--- src/rtl/clk_sel_params.svh ---
`ifndef CLK_SEL_PARAMS_SVH
`define CLK_SEL_PARAMS_SVH

// ----------------------------------------------------------------------------
// Register bus geometry
// ----------------------------------------------------------------------------
`define REG_ADDR_W 4
`define REG_DATA_W 8

// ----------------------------------------------------------------------------
// Register offsets
// ----------------------------------------------------------------------------
`define OFS_INTERNAL_OSC_CTRL 4'h0
`define OFS_MAIN_CLOCK_CTRL 4'h1
`define OFS_CPU_CLOCK_CTRL 4'h2
`define OFS_OSC_PIN_MODE_REG 4'h3

// ----------------------------------------------------------------------------
// Field positions
// ----------------------------------------------------------------------------
`define BIT_HS_OSC_STOP 0
`define BIT_HS_OSC_STABLE 1
`define BIT_MAIN_SRC_SELECT 0
`define BIT_PERIPH_SRC_SELECT 2
`define BIT_MAIN_SRC_ACTIVE 4
`define BIT_PERIPH_SRC_ACTIVE 5
`define BIT_CPU_DIV_LSB 0
`define BIT_CPU_DIV_MSB 2
`define BIT_CPU_SRC_SELECT 4

// ----------------------------------------------------------------------------
// Reset values and limits
// ----------------------------------------------------------------------------
`define RST_HS_OSC_STOP 1'h0
`define RST_SRC_SELECT 1'h0
`define RST_CPU_DIV 3'h1
`define RST_OSC_PIN_MODE 8'h00
`define CPU_DIV_MAX 3'h4
`define DIV_CNT_FULL 4'hF

// ----------------------------------------------------------------------------
// Timing
// ----------------------------------------------------------------------------
`define CLK_PERIOD_NS 8
`define HS_STAB_TIME_NS 2000
`define HS_STAB_CYCLES ((`HS_STAB_TIME_NS + `CLK_PERIOD_NS - 1) / `CLK_PERIOD_NS)

`endif

--- src/rtl/clk_sel_pkg.sv ---
package clk_sel_pkg;

    typedef struct packed {
        logic [3:0] addr;
        logic [7:0] wdata;
        logic wr;
        logic rd;
    } reg_req_t;

    typedef enum logic {
        SRC_INTERNAL,
        SRC_HS_SYSTEM
    } clk_src_t;

endpackage

--- src/rtl/sync_agree.sv ---
`timescale 1ns/1ns

// ----------------------------------------------------------------------------
// Three-stage synchroniser; the output moves only once stages two and three agree
// ----------------------------------------------------------------------------
module sync_agree #(
    parameter int WIDTH = 1
) (
    input wire logic clk,
    input wire logic rstn,
    input wire logic clk_en,
    input wire logic [WIDTH-1:0] async_in,
    output logic [WIDTH-1:0] level_q
);

    logic [WIDTH-1:0] s1_q;
    logic [WIDTH-1:0] s2_q;
    logic [WIDTH-1:0] s3_q;

    always_ff @(posedge clk or negedge rstn) begin
        if (!rstn) begin
            s1_q <= '0;
            s2_q <= '0;
            s3_q <= '0;
        end else if (clk_en) begin
            s1_q <= async_in;
            s2_q <= s1_q;
            s3_q <= s2_q;
        end
    end

    always_ff @(posedge clk or negedge rstn) begin
        if (!rstn) begin
            level_q <= '0;
        end else if (clk_en) begin
            for (int i = 0; i < WIDTH; i++) begin
                if (s2_q[i] == s3_q[i]) begin
                    level_q[i] <= s3_q[i];
                end
            end
        end
    end

endmodule

--- src/rtl/clk_select.sv ---
// Design decisions made here: the address-and-strobe port and the address map.
`timescale 1ns/1ns
`include "clk_sel_params.svh"

// ----------------------------------------------------------------------------
// Operation
// ----------------------------------------------------------------------------
// Operation
// - After reset the internal high-speed oscillator runs on its own and feeds the CPU clock.
// - Writing zero to hs_osc_stop starts the internal high-speed oscillator.
// - hs_osc_stable_flag rises to one once the oscillator has run for its stabilisation time.
// - With periph_src_select at zero both main and peripheral clocks come from the internal oscillator.
// - With periph_src_select at one and main_src_select at zero the peripheral clock comes from hs_system_clk.
// - With cpu_src_select at zero the CPU runs from the main clock through the selected divider.
// - The divider codes 0 to 4 give division by 1, 2, 4, 8 and 16, reset to code 1 (division by 2), and other codes are refused.
// - osc_pin_mode_reg resets to zero so the oscillator pins stay plain inputs.

module clk_select #(
    parameter int STAB_CYCLES = `HS_STAB_CYCLES,
    parameter logic [2:0] DIV_RESET = `RST_CPU_DIV
) (
    input wire logic clk,
    input wire logic rstn,
    input wire logic clk_en,
    input wire clk_sel_pkg::reg_req_t reg_req,
    output logic [`REG_DATA_W-1:0] rdata_q,
    input wire logic int_osc_clk,
    input wire logic hs_system_clk,
    output logic hs_osc_run_q,
    output logic hs_osc_stable_flag_q,
    output logic main_clk_q,
    output logic periph_clk_q,
    output logic cpu_clk_q,
    output logic [`REG_DATA_W-1:0] osc_pin_mode_q
);

    // ------------------------------------------------------------------------
    // Register state
    // ------------------------------------------------------------------------
    logic hs_osc_stop_q;
    logic main_src_select_q;
    logic periph_src_select_q;
    logic cpu_src_select_q;
    logic [2:0] cpu_div_q;
    logic [15:0] stab_cnt_q;

    logic wr_osc;
    logic wr_main;
    logic wr_cpu;
    logic wr_pin;

    assign wr_osc = reg_req.wr && (reg_req.addr == `OFS_INTERNAL_OSC_CTRL);
    assign wr_main = reg_req.wr && (reg_req.addr == `OFS_MAIN_CLOCK_CTRL);
    assign wr_cpu = reg_req.wr && (reg_req.addr == `OFS_CPU_CLOCK_CTRL);
    assign wr_pin = reg_req.wr && (reg_req.addr == `OFS_OSC_PIN_MODE_REG);

    // The oscillator is enabled by reset so the CPU has a clock at once.
    always_ff @(posedge clk or negedge rstn) begin
        if (!rstn) begin
            hs_osc_stop_q <= `RST_HS_OSC_STOP;
            hs_osc_run_q <= ~`RST_HS_OSC_STOP;
        end else if (clk_en && wr_osc) begin
            hs_osc_stop_q <= reg_req.wdata[`BIT_HS_OSC_STOP];
            hs_osc_run_q <= ~reg_req.wdata[`BIT_HS_OSC_STOP];
        end
    end

    always_ff @(posedge clk or negedge rstn) begin
        if (!rstn) begin
            main_src_select_q <= `RST_SRC_SELECT;
            periph_src_select_q <= `RST_SRC_SELECT;
        end else if (clk_en && wr_main) begin
            main_src_select_q <= reg_req.wdata[`BIT_MAIN_SRC_SELECT];
            periph_src_select_q <= reg_req.wdata[`BIT_PERIPH_SRC_SELECT];
        end
    end

    // A prohibited ratio code leaves the old ratio in place rather than
    // producing an undefined CPU clock.
    always_ff @(posedge clk or negedge rstn) begin
        if (!rstn) begin
            cpu_src_select_q <= `RST_SRC_SELECT;
            cpu_div_q <= DIV_RESET;
        end else if (clk_en && wr_cpu) begin
            cpu_src_select_q <= reg_req.wdata[`BIT_CPU_SRC_SELECT];
            if (reg_req.wdata[`BIT_CPU_DIV_MSB:`BIT_CPU_DIV_LSB] <= `CPU_DIV_MAX) begin
                cpu_div_q <= reg_req.wdata[`BIT_CPU_DIV_MSB:`BIT_CPU_DIV_LSB];
            end
        end
    end

    always_ff @(posedge clk or negedge rstn) begin
        if (!rstn) begin
            osc_pin_mode_q <= `RST_OSC_PIN_MODE;
        end else if (clk_en && wr_pin) begin
            osc_pin_mode_q <= reg_req.wdata;
        end
    end

    // ------------------------------------------------------------------------
    // Oscillator stabilisation
    // ------------------------------------------------------------------------
    // Stopping the oscillator drops the flag at once; a restart counts again
    // from zero because accuracy is lost while it was halted.
    always_ff @(posedge clk or negedge rstn) begin
        if (!rstn) begin
            stab_cnt_q <= '0;
            hs_osc_stable_flag_q <= 1'b0;
        end else if (clk_en) begin
            if (!hs_osc_run_q) begin
                stab_cnt_q <= '0;
                hs_osc_stable_flag_q <= 1'b0;
            end else if (stab_cnt_q >= 16'(STAB_CYCLES - 1)) begin
                hs_osc_stable_flag_q <= 1'b1;
            end else begin
                stab_cnt_q <= stab_cnt_q + 16'h0001;
            end
        end
    end

    // ------------------------------------------------------------------------
    // Source sampling
    // ------------------------------------------------------------------------
    logic [1:0] src_lvl;
    logic int_lvl;
    logic hsys_lvl;
    logic int_gate_q;

    sync_agree #(
        .WIDTH(2)
    ) u_src_sync (
        .clk(clk),
        .rstn(rstn),
        .clk_en(clk_en),
        .async_in({hs_system_clk, int_osc_clk}),
        .level_q(src_lvl)
    );

    // The run bit is taken over only while the sampled oscillator is low, so
    // a stop or a restart never cuts a high phase short.
    always_ff @(posedge clk or negedge rstn) begin
        if (!rstn) begin
            int_gate_q <= ~`RST_HS_OSC_STOP;
        end else if (clk_en && !src_lvl[0]) begin
            int_gate_q <= hs_osc_run_q;
        end
    end

    assign int_lvl = src_lvl[0] & int_gate_q;
    assign hsys_lvl = src_lvl[1];

    // ------------------------------------------------------------------------
    // Glitch-free source switching
    // ------------------------------------------------------------------------
    clk_sel_pkg::clk_src_t main_req;
    clk_sel_pkg::clk_src_t periph_req;
    clk_sel_pkg::clk_src_t main_act_q;
    clk_sel_pkg::clk_src_t periph_act_q;

    always_comb begin
        main_req = clk_sel_pkg::SRC_INTERNAL;
        periph_req = clk_sel_pkg::SRC_INTERNAL;
        if (periph_src_select_q) begin
            periph_req = clk_sel_pkg::SRC_HS_SYSTEM;
            if (main_src_select_q) begin
                main_req = clk_sel_pkg::SRC_HS_SYSTEM;
            end
        end
    end

    function automatic logic src_level(input clk_sel_pkg::clk_src_t s, input logic a, input logic b);
        src_level = (s == clk_sel_pkg::SRC_HS_SYSTEM) ? b : a;
    endfunction

    logic main_swap;
    logic main_d;

    assign main_swap = (main_act_q != main_req) && !main_clk_q && !src_level(main_req, int_lvl, hsys_lvl);
    assign main_d = main_swap ? main_clk_q : src_level(main_act_q, int_lvl, hsys_lvl);

    // A switch happens only while the output and the new source are both low,
    // so no short high phase is produced, but the low phase around a switch can be cut short.
    always_ff @(posedge clk or negedge rstn) begin
        if (!rstn) begin
            main_act_q <= clk_sel_pkg::SRC_INTERNAL;
            main_clk_q <= 1'b0;
        end else if (clk_en) begin
            main_clk_q <= main_d;
            if (main_swap) begin
                main_act_q <= main_req;
            end
        end
    end

    always_ff @(posedge clk or negedge rstn) begin
        if (!rstn) begin
            periph_act_q <= clk_sel_pkg::SRC_INTERNAL;
            periph_clk_q <= 1'b0;
        end else if (clk_en) begin
            if (periph_act_q != periph_req && !periph_clk_q && !src_level(periph_req, int_lvl, hsys_lvl)) begin
                periph_act_q <= periph_req;
            end else begin
                periph_clk_q <= src_level(periph_act_q, int_lvl, hsys_lvl);
            end
        end
    end

    // ------------------------------------------------------------------------
    // CPU clock divider
    // ------------------------------------------------------------------------
    logic main_rise;
    logic main_fall;
    logic [3:0] div_cnt_q;
    logic [3:0] div_cnt_next;
    logic [2:0] div_act_q;

    assign main_rise = main_d && !main_clk_q;
    assign main_fall = !main_d && main_clk_q;
    assign div_cnt_next = main_rise ? (div_cnt_q + 4'h1) : div_cnt_q;

    // Ratio changes are applied at the first falling main edge after the
    // counter wraps: every tap and the undivided clock are low there, so
    // the CPU sees neither a short high nor a short low phase.
    always_ff @(posedge clk or negedge rstn) begin
        if (!rstn) begin
            div_cnt_q <= '0;
            div_act_q <= DIV_RESET;
        end else if (clk_en) begin
            div_cnt_q <= div_cnt_next;
            if (main_fall && div_cnt_q == '0) begin
                div_act_q <= cpu_div_q;
            end
        end
    end

    // The CPU is always fed from the main clock; no subsystem clock exists
    // here, so cpu_src_select is stored and read back only.
    always_ff @(posedge clk or negedge rstn) begin
        if (!rstn) begin
            cpu_clk_q <= 1'b0;
        end else if (clk_en) begin
            if (div_act_q == 3'h0) begin
                cpu_clk_q <= main_d;
            end else begin
                cpu_clk_q <= div_cnt_next[2'(div_act_q - 3'h1)];
            end
        end
    end

    // ------------------------------------------------------------------------
    // Register read-back
    // ------------------------------------------------------------------------
    always_ff @(posedge clk or negedge rstn) begin
        if (!rstn) begin
            rdata_q <= '0;
        end else if (clk_en) begin
            rdata_q <= '0;
            if (reg_req.rd) begin
                if (reg_req.addr == `OFS_INTERNAL_OSC_CTRL) begin
                    rdata_q[`BIT_HS_OSC_STOP] <= hs_osc_stop_q;
                    rdata_q[`BIT_HS_OSC_STABLE] <= hs_osc_stable_flag_q;
                end else if (reg_req.addr == `OFS_MAIN_CLOCK_CTRL) begin
                    rdata_q[`BIT_MAIN_SRC_SELECT] <= main_src_select_q;
                    rdata_q[`BIT_PERIPH_SRC_SELECT] <= periph_src_select_q;
                    rdata_q[`BIT_MAIN_SRC_ACTIVE] <= (main_act_q == clk_sel_pkg::SRC_HS_SYSTEM);
                    rdata_q[`BIT_PERIPH_SRC_ACTIVE] <= (periph_act_q == clk_sel_pkg::SRC_HS_SYSTEM);
                end else if (reg_req.addr == `OFS_CPU_CLOCK_CTRL) begin
                    rdata_q[`BIT_CPU_DIV_MSB:`BIT_CPU_DIV_LSB] <= cpu_div_q;
                    rdata_q[`BIT_CPU_SRC_SELECT] <= cpu_src_select_q;
                end else if (reg_req.addr == `OFS_OSC_PIN_MODE_REG) begin
                    rdata_q <= osc_pin_mode_q;
                end
            end
        end
    end

endmodule

--- config.mk ---
export PLATFORM = sky130hd
export DESIGN_NAME = clk_select
export DESIGN_NICKNAME = d
export VERILOG_FILES = /design/src/rtl/clk_sel_pkg.sv /design/src/rtl/sync_agree.sv /design/src/rtl/clk_select.sv
export VERILOG_INCLUDE_DIRS = /design/src /design/src/rtl
export SDC_FILE = /design/constraint.sdc
export NUM_CORES = 1
export LEC_CHECK = 0
export BUFFER_PORTS_ARGS = -buffer_cell sky130_fd_sc_hd__clkbuf_2
export CAP_MARGIN = 5
export CORE_MARGIN = 2
export CORE_UTILIZATION = 30
export CTS_CLUSTER_DIAMETER = 30
export DETAILED_ROUTE_END_ITERATION = 10
export PLACE_DENSITY = 0.55
export SYNTH_ARGS = -nofsm -noshare
export SYNTH_HDL_FRONTEND = slang
export SYNTH_HIERARCHICAL = 1
export SYNTH_SLANG_ARGS = --single-unit
--- constraint.sdc ---
create_clock -name clk -period 2.38 [get_ports clk]
set_input_delay 0.476 -clock clk [delete_from_list [all_inputs] [get_ports clk]]
set_output_delay 0.476 -clock clk [all_outputs]
set_load 0.05 [all_outputs]
; Yosys cells after proc, flatten, opt, wreduce, memory -nomap -nowiden
; Index checks and enable logic that the tools add are counted.
[word_totals]
ff_bits = 62
inputBits = 19
out_inout_bits = 21
[classes]
n_addsub = 3
order_cmp = 3
eq_ne = 9
mux = 30
bitwise_logic = 3
reduce_logical = 34
[op_table]
columns = op, n
row1 = $mux 16, 2
row2 = $mux 1, 18
row3 = $reduce_and 2->1, 9
row4 = $add 16x1->16 const B, 1
row5 = $ge 16x8->1 const B, 1
row6 = $logic_and 1x1->1, 16
row7 = $mux 8, 2
row8 = $eq 4x2->1 const B, 2
row9 = $logic_not 4->1, 2
row10 = $logic_not 1->1, 6
row11 = $mux 2, 3
row12 = $mux 3, 2
row13 = $mux 6, 1
row14 = $add 4x1->4 const B, 1
row15 = $eq 4x1->1 const B, 1
row16 = $mux 4, 1
row17 = $le 3x3->1 const B, 1
row18 = $logic_not 3->1, 1
row19 = $lt 2x3->1 const B, 1
row20 = $bmux 1 s2, 1
row21 = $eq 1x1->1, 2
row22 = $ne 1x1->1, 2
row23 = $ne 2x1->1 const B, 1
row24 = $ne 2x2->1 const B, 1
row25 = other kinds (3), 4

; Depth between registers and ports, before layout
[logic_depth]
ltp_word = 11
depth_mapped = 7
depth_no_buf = 7

; By module
; The synthesis kept the hierarchy.
[by_module_without_submodules]
columns = mod, instances, cells_per_inst, area_per_inst_um2, seq_area_each_um2
row1 = clk_select, 1, 254, 2672.6, 1356.3
row2 = sync_agree, 1, 23, 324.1, 200.2

; Worst setup path before layout
; No wires, ideal clock.
[synth_path]
kind = register to register
start = reg stab_cnt_q[1]
end = reg stab_cnt_q[5]
setup_ns = 0.126
arrival_ns = 1.883
slack_ns = 0.371
stages_incl_launch_ff = 8
path_buffers = 0
period_less_slack_ns = 2.009
path_cell_list = dfrtp_1 > inv_1 > ha_1 > or3b_2 > a311o_2 > a211oi_2 > xnor2_1 > nor2_1
[synth_between]
elab_chain_cells = 3
[synth_rtl]
columns = element, line_no
row1 = from (decl), clk_select.sv:45  ; logic [15:0] stab_cnt_q;
row2 = from (signal assigned), clk_select.sv:116  ; stab_cnt_q <= stab_cnt_q + 16'h0001;
row3 = $add 16x1->16 or $ge 16x8->1 (tied branches), "clk_select.sv:116, clk_select.sv:113"
row4 = $mux 16 or $ne 2x2->1 (tied branches), -
row5 = $mux 16 or $reduce_and 2->1 (tied branches), -
; Parallel ways exist; a longest one is shown, timed or not. The select of a mux whose other input is x is not followed.
; A chain may end at the register's enable or synchronous reset.

; Worst setup path in the final report
[layout_path]
start = reg stab_cnt_q[1]
end = reg stab_cnt_q[3]
; The elaborated chain is that of the path after synthesis.

==> flow_summary.html <==
<table>
<tr><th>Metric</th><th>Value</th></tr>
<tr><th colspan="2">Cells and area</th></tr>
<tr><td>Number of nets in the layout</td><td>347</td></tr>
<tr><td>Area taken by flip-flops and latches</td><td>1556 µm²</td></tr>
<tr><td>Area of combinational cells with multiple inputs</td><td>1341 µm²</td></tr>
<tr><td>Layout Area Growth over Synthesis</td><td>20.83%</td></tr>
<tr><td>Count of antenna diodes in the layout</td><td>0</td></tr>
<tr><td>Fillcell total</td><td>1013</td></tr>
<tr><td>Share of final-layout standard cells stronger than drive strength 1</td><td>30.06%</td></tr>
<tr><th colspan="2">Critical path</th></tr>
<tr><td>Kind of start point of the critical path</td><td>flop</td></tr>
<tr><td>Required time of the critical path</td><td>2600 ps</td></tr>
<tr><td>R2r worst-path depth</td><td>7</td></tr>
<tr><td>Maximum fanout along the worst path</td><td>5</td></tr>
<tr><td>Category of the critical setup timing path</td><td>flop to flop</td></tr>
<tr><td>Data arrival, critical path</td><td>2370 ps</td></tr>
<tr><td>Crit. End Element</td><td>flop</td></tr>
<tr><th colspan="2">Flow run</th></tr>
<tr><td>Count of maximum capacitance violations</td><td>0</td></tr>
<tr><th colspan="2">CTS</th></tr>
<tr><td>Cts hold-fix bufs</td><td>0</td></tr>
<tr><td>Number of buffers added for setup after CTS</td><td>0</td></tr>
<tr><td># clock sinks</td><td>62</td></tr>
<tr><td>TritonCTS Buffers</td><td>9</td></tr>
<tr><td>Clock latency at the later pin of the worst-skew pair</td><td>340 ps</td></tr>
<tr><td>Bufs on Longest Clock Path</td><td>2</td></tr>
<tr><td>CTS Root Cell</td><td>clkbuf_8</td></tr>
<tr><td>Resized cells post-CTS</td><td>0</td></tr>
<tr><td>Clock-pin slew on the worst setup and hold paths</td><td>70 ps</td></tr>
<tr><td>TritonCTS clock tree</td><td>yes</td></tr>
<tr><td>H-tree level count</td><td>3</td></tr>
<tr><th colspan="2">Drt</th></tr>
<tr><td>Per-cell via count in the routed design</td><td>4.867</td></tr>
<tr><td>Avg WL per Cell</td><td>13.74 µm</td></tr>
<tr><td>Via count of the routed design</td><td>2234</td></tr>
<tr><td>WL final</td><td>6308 µm</td></tr>
<tr><td>Remaining antenna violation count after routing</td><td>0</td></tr>
<tr><td>Violation count after the first detailed-route iteration</td><td>121</td></tr>
<tr><td>Final routed DRC violation total</td><td>0</td></tr>
<tr><td>First drt pass iteration count</td><td>6</td></tr>
<tr><th colspan="2">Floorplan</th></tr>
<tr><td>Die Area</td><td>10800 µm²</td></tr>
<tr><td>Total I/O pin count</td><td>40</td></tr>
<tr><td>Core region area</td><td>9729 µm²</td></tr>
<tr><td>Starting utilization of the core area</td><td>30.80%</td></tr>
<tr><td>Floorplan die height</td><td>103.9 µm</td></tr>
<tr><td>Width of the die</td><td>103.9 µm</td></tr>
<tr><td>Row count</td><td>36</td></tr>
<tr><th colspan="2">STA</th></tr>
<tr><td>Slew Limit Fails</td><td>0</td></tr>
<tr><td>RSZ-0062 raised after global routing</td><td>false</td></tr>
<tr><td>Number of setup violations in the final report</td><td>0</td></tr>
<tr><td>Tightest slew margin relative to the limit</td><td>69.55%</td></tr>
<tr><td>Worst path setup slack after routing</td><td>230.7 ps</td></tr>
<tr><td>Maximum clock rate</td><td>465.3 MHz</td></tr>
<tr><td>Share of the clock period used by the worst path</td><td>90.31%</td></tr>
<tr><td>Final-report hold violation count</td><td>0</td></tr>
<tr><td>Worst Skew</td><td>6.794 ps</td></tr>
<tr><td>Final period demand of the worst path</td><td>2149 ps</td></tr>
<tr><td>Worst slew pin tran</td><td>453.7 ps</td></tr>
<tr><td>Setup TNS Final</td><td>0 ps</td></tr>
<tr><th colspan="2">Placement</th></tr>
<tr><td>Number of buffers inserted by port buffering</td><td>39</td></tr>
<tr><td>Placed wire-length estimate after detailed placement</td><td>4479 µm</td></tr>
<tr><td>Place WS</td><td>264.2 ps</td></tr>
<tr><td>RePlAce Congestion</td><td>0.8079</td></tr>
<tr><th colspan="2">Status</th></tr>
<tr><td>Run status</td><td>finished, final reports clean</td></tr>
<tr><th colspan="2">Global routing</th></tr>
<tr><td>Largest net degree at the start of global routing</td><td>63</td></tr>
<tr><td>All-Layer GR Usage</td><td>12.62%</td></tr>
<tr><td>Initial antenna violation count</td><td>0</td></tr>
<tr><td>Global-route wire length before repair</td><td>11030 µm</td></tr>
<tr><td>Vias in the first global route</td><td>2278</td></tr>
<tr><td>Overflow left after global routing</td><td>0</td></tr>
<tr><th colspan="2">Synth</th></tr>
<tr><td>Adder-cell area share of the yosys netlist</td><td>2.505%</td></tr>
<tr><td>Post-Synthesis Net Count</td><td>302</td></tr>
<tr><td>Synthesized cell area</td><td>2997 µm²</td></tr>
<tr><td>Largest family of logic cells by synthesized area</td><td>compound AO/OA/AOI/OAI gates</td></tr>
<tr><td>Distinct cells, synth</td><td>49</td></tr>
<tr><td>Synthesized-area fraction occupied by xor and xnor cells</td><td>1.461%</td></tr>
<tr><td>Multiplexer area fraction after synthesis</td><td>11.11%</td></tr>
<tr><td>Prevailing post-synth register cell</td><td>dfrtp_1</td></tr>
<tr><td>Synthesized area per cell</td><td>10.82 µm²</td></tr>
<tr><td>Post-synth ARST share</td><td>100.0%</td></tr>
<tr><td>Simple-Gate Fraction of Synth Area</td><td>13.95%</td></tr>
<tr><td>Yosys top cell area share</td><td>48.43%</td></tr>
<tr><td>Total number of yosys warnings</td><td>6</td></tr>
<tr><td>Library cell occupying the most area in the post-synthesis netlist</td><td>dfrtp_1</td></tr>
<tr><td>Yosys reg bits</td><td>62</td></tr>
<tr><td>Area fraction in compound gates after synthesis</td><td>15.74%</td></tr>
<tr><td>Cells after Synth</td><td>277</td></tr>
<tr><td>Seq/Total Area, Yosys</td><td>51.94%</td></tr>
<tr><td>Dominant cells by area after synthesis</td><td>dfrtp_1 (48%), mux2_2 (9.0%), dfstp_2 (3.5%)</td></tr>
<tr><td>Number of flops mapped to enable cells by yosys</td><td>0</td></tr>
<tr><th colspan="2">Power and ir drop</th></tr>
<tr><td>Worst vdd ir</td><td>0.0003904 V</td></tr>
<tr><td>Power density over cell area</td><td>986.6 nW/µm²</td></tr>
<tr><td>P_leak</td><td>1.648 nW</td></tr>
<tr><th colspan="2">Hold path</th></tr>
<tr><td>Tightest Hold Check Type</td><td>primary input to asynchronous set/reset pin</td></tr>
</table>
kinds of logic after synthesis:
kind of cell,count (synthesis)
AOI/OAI and AO/OA,69
xor gates and xnor gates,5
adders and majority gates,6
buffers and inverters,24
DFF,62
muxes,29
and+or+nand+nor,82
per-layer routing:
layer  track usage, %  up-vias  wire length [µm]
li1                 -     1083                 -
met1            17.24     1094              3121
met2            18.89       46              2838
met3            2.193       11               204
met4            7.143        0               143
met5                0        -                 0
metrics by stage:
| step | power, mW | hold WS (ps) | instances | util, % | cell area [µm²] |
|---|---|---|---|---|---|
| after global routing | 3.798 | 165.7 | 459 | 37.22 | 3621 |
| after global placement | 2.402 | 461.5 | 444 | 34.59 | 3366 |
| final | 3.573 | 148.1 | 459 | 37.22 | 3621 |
| after detailed placement | 2.420 | 463.8 | 444 | 34.59 | 3366 |
| after floorplan | 2.155 | 180.4 | 277 | - | 2997 |
| after CTS | 3.618 | 154.3 | 459 | 37.22 | 3621 |
final cells by class:
class / count / area share (%)
timing repair buffer: 45 / 6.980
tap: 133 / 4.596
sequential: 62 / 42.99
clock buffer: 12 / 4.561
inverter: 13 / 1.348
multi-input combinational: 191 / 37.04
clock inverter: 3 / 2.488
state kept, by name, indices dropped and copies added (netlist names), 2 cells and up:
signal,count
div_cnt_q,4
div_act_q,3
u_src_sync/s1_q,2
u_src_sync/s3_q,2
u_src_sync/level_q,2
cpu_div_q,3
rdata_q,8
osc_pin_mode_q,8
stab_cnt_q,16
u_src_sync/s2_q,2
cell usage after synthesis (all sizes together) (5+ instances only):
| master | instances |
|---|---|
| dfrtp | 58 |
| o31ai | 5 |
| mux2 | 24 |
| nand2 | 22 |
| a21oi | 17 |
| o2bb2ai | 6 |
| nor2 | 20 |
| xnor2 | 5 |
| clkbuf | 7 |
| inv | 12 |
| o21ai | 18 |
| and2 | 9 |
| ha | 6 |
| nor3 | 7 |
power by group:
part / total [mW] / switching [mW] / internal, mW / leakage (nW)
Combinational: 0.929 / 0.564 / 0.364 / 0.719
Clock: 1.18 / 0.399 / 0.776 / 0.129
Sequential: 1.47 / 0.216 / 1.25 / 0.801
Total: 3.57 / 1.18 / 2.39 / 1.65
cell usage in the layout (no fill, tap or decap), drive strengths merged, types with 2 or more instances in the layout:
cell     synthesis  final
nand3            4      4
mux2            24     24
o31ai            5      5
bufinv           0      3
buf              4      6
xnor2            5      5
nor2            20     20
nand2           22     22
dfrtp           58     58
nand4            3      3
a22o             4      4
a31oi            3      3
o2bb2ai          6      6
a211oi           2      2
clkbuf           7     51
a22oi            2      2
and2             9      9
or4              2      2
nor3b            2      2
nand2b           4      4
nor3             7      7
dfstp            4      4
inv             12     12
ha               6      6
mux2i            4      4
a21oi           17     17
or3b             2      2
o21a             2      2
o21ai           18     18
or3              2      2
o22ai            2      2
worst max-delay path, stage by stage, from the launching register on:
cell     delay [ps]
dfrtp_1         390
inv_1           120
ha_1            150
or3b_2          460
a311o_2         450
a21oi_1         260
xnor2_1         160
nor2_1           50
final timing paths:
| kind | start | to | slack (ps) |
|---|---|---|---|
| worst max-delay path | stab_cnt_q[1] | stab_cnt_q[3] | 230 |
| worst min-delay path | rstn | osc_pin_mode_q[3] | 150 |
| worst max register to register | stab_cnt_q[1] | stab_cnt_q[3] | 230 |
| worst min register to register | stab_cnt_q[6] | stab_cnt_q[6] | 480 |
| max in group asynchronous | rstn | div_act_q[0] | 1910 |
| min in group clk | reg_req[7] | osc_pin_mode_q[5] | 370 |
No activity file was read; power rests on OpenSTA's default activity.
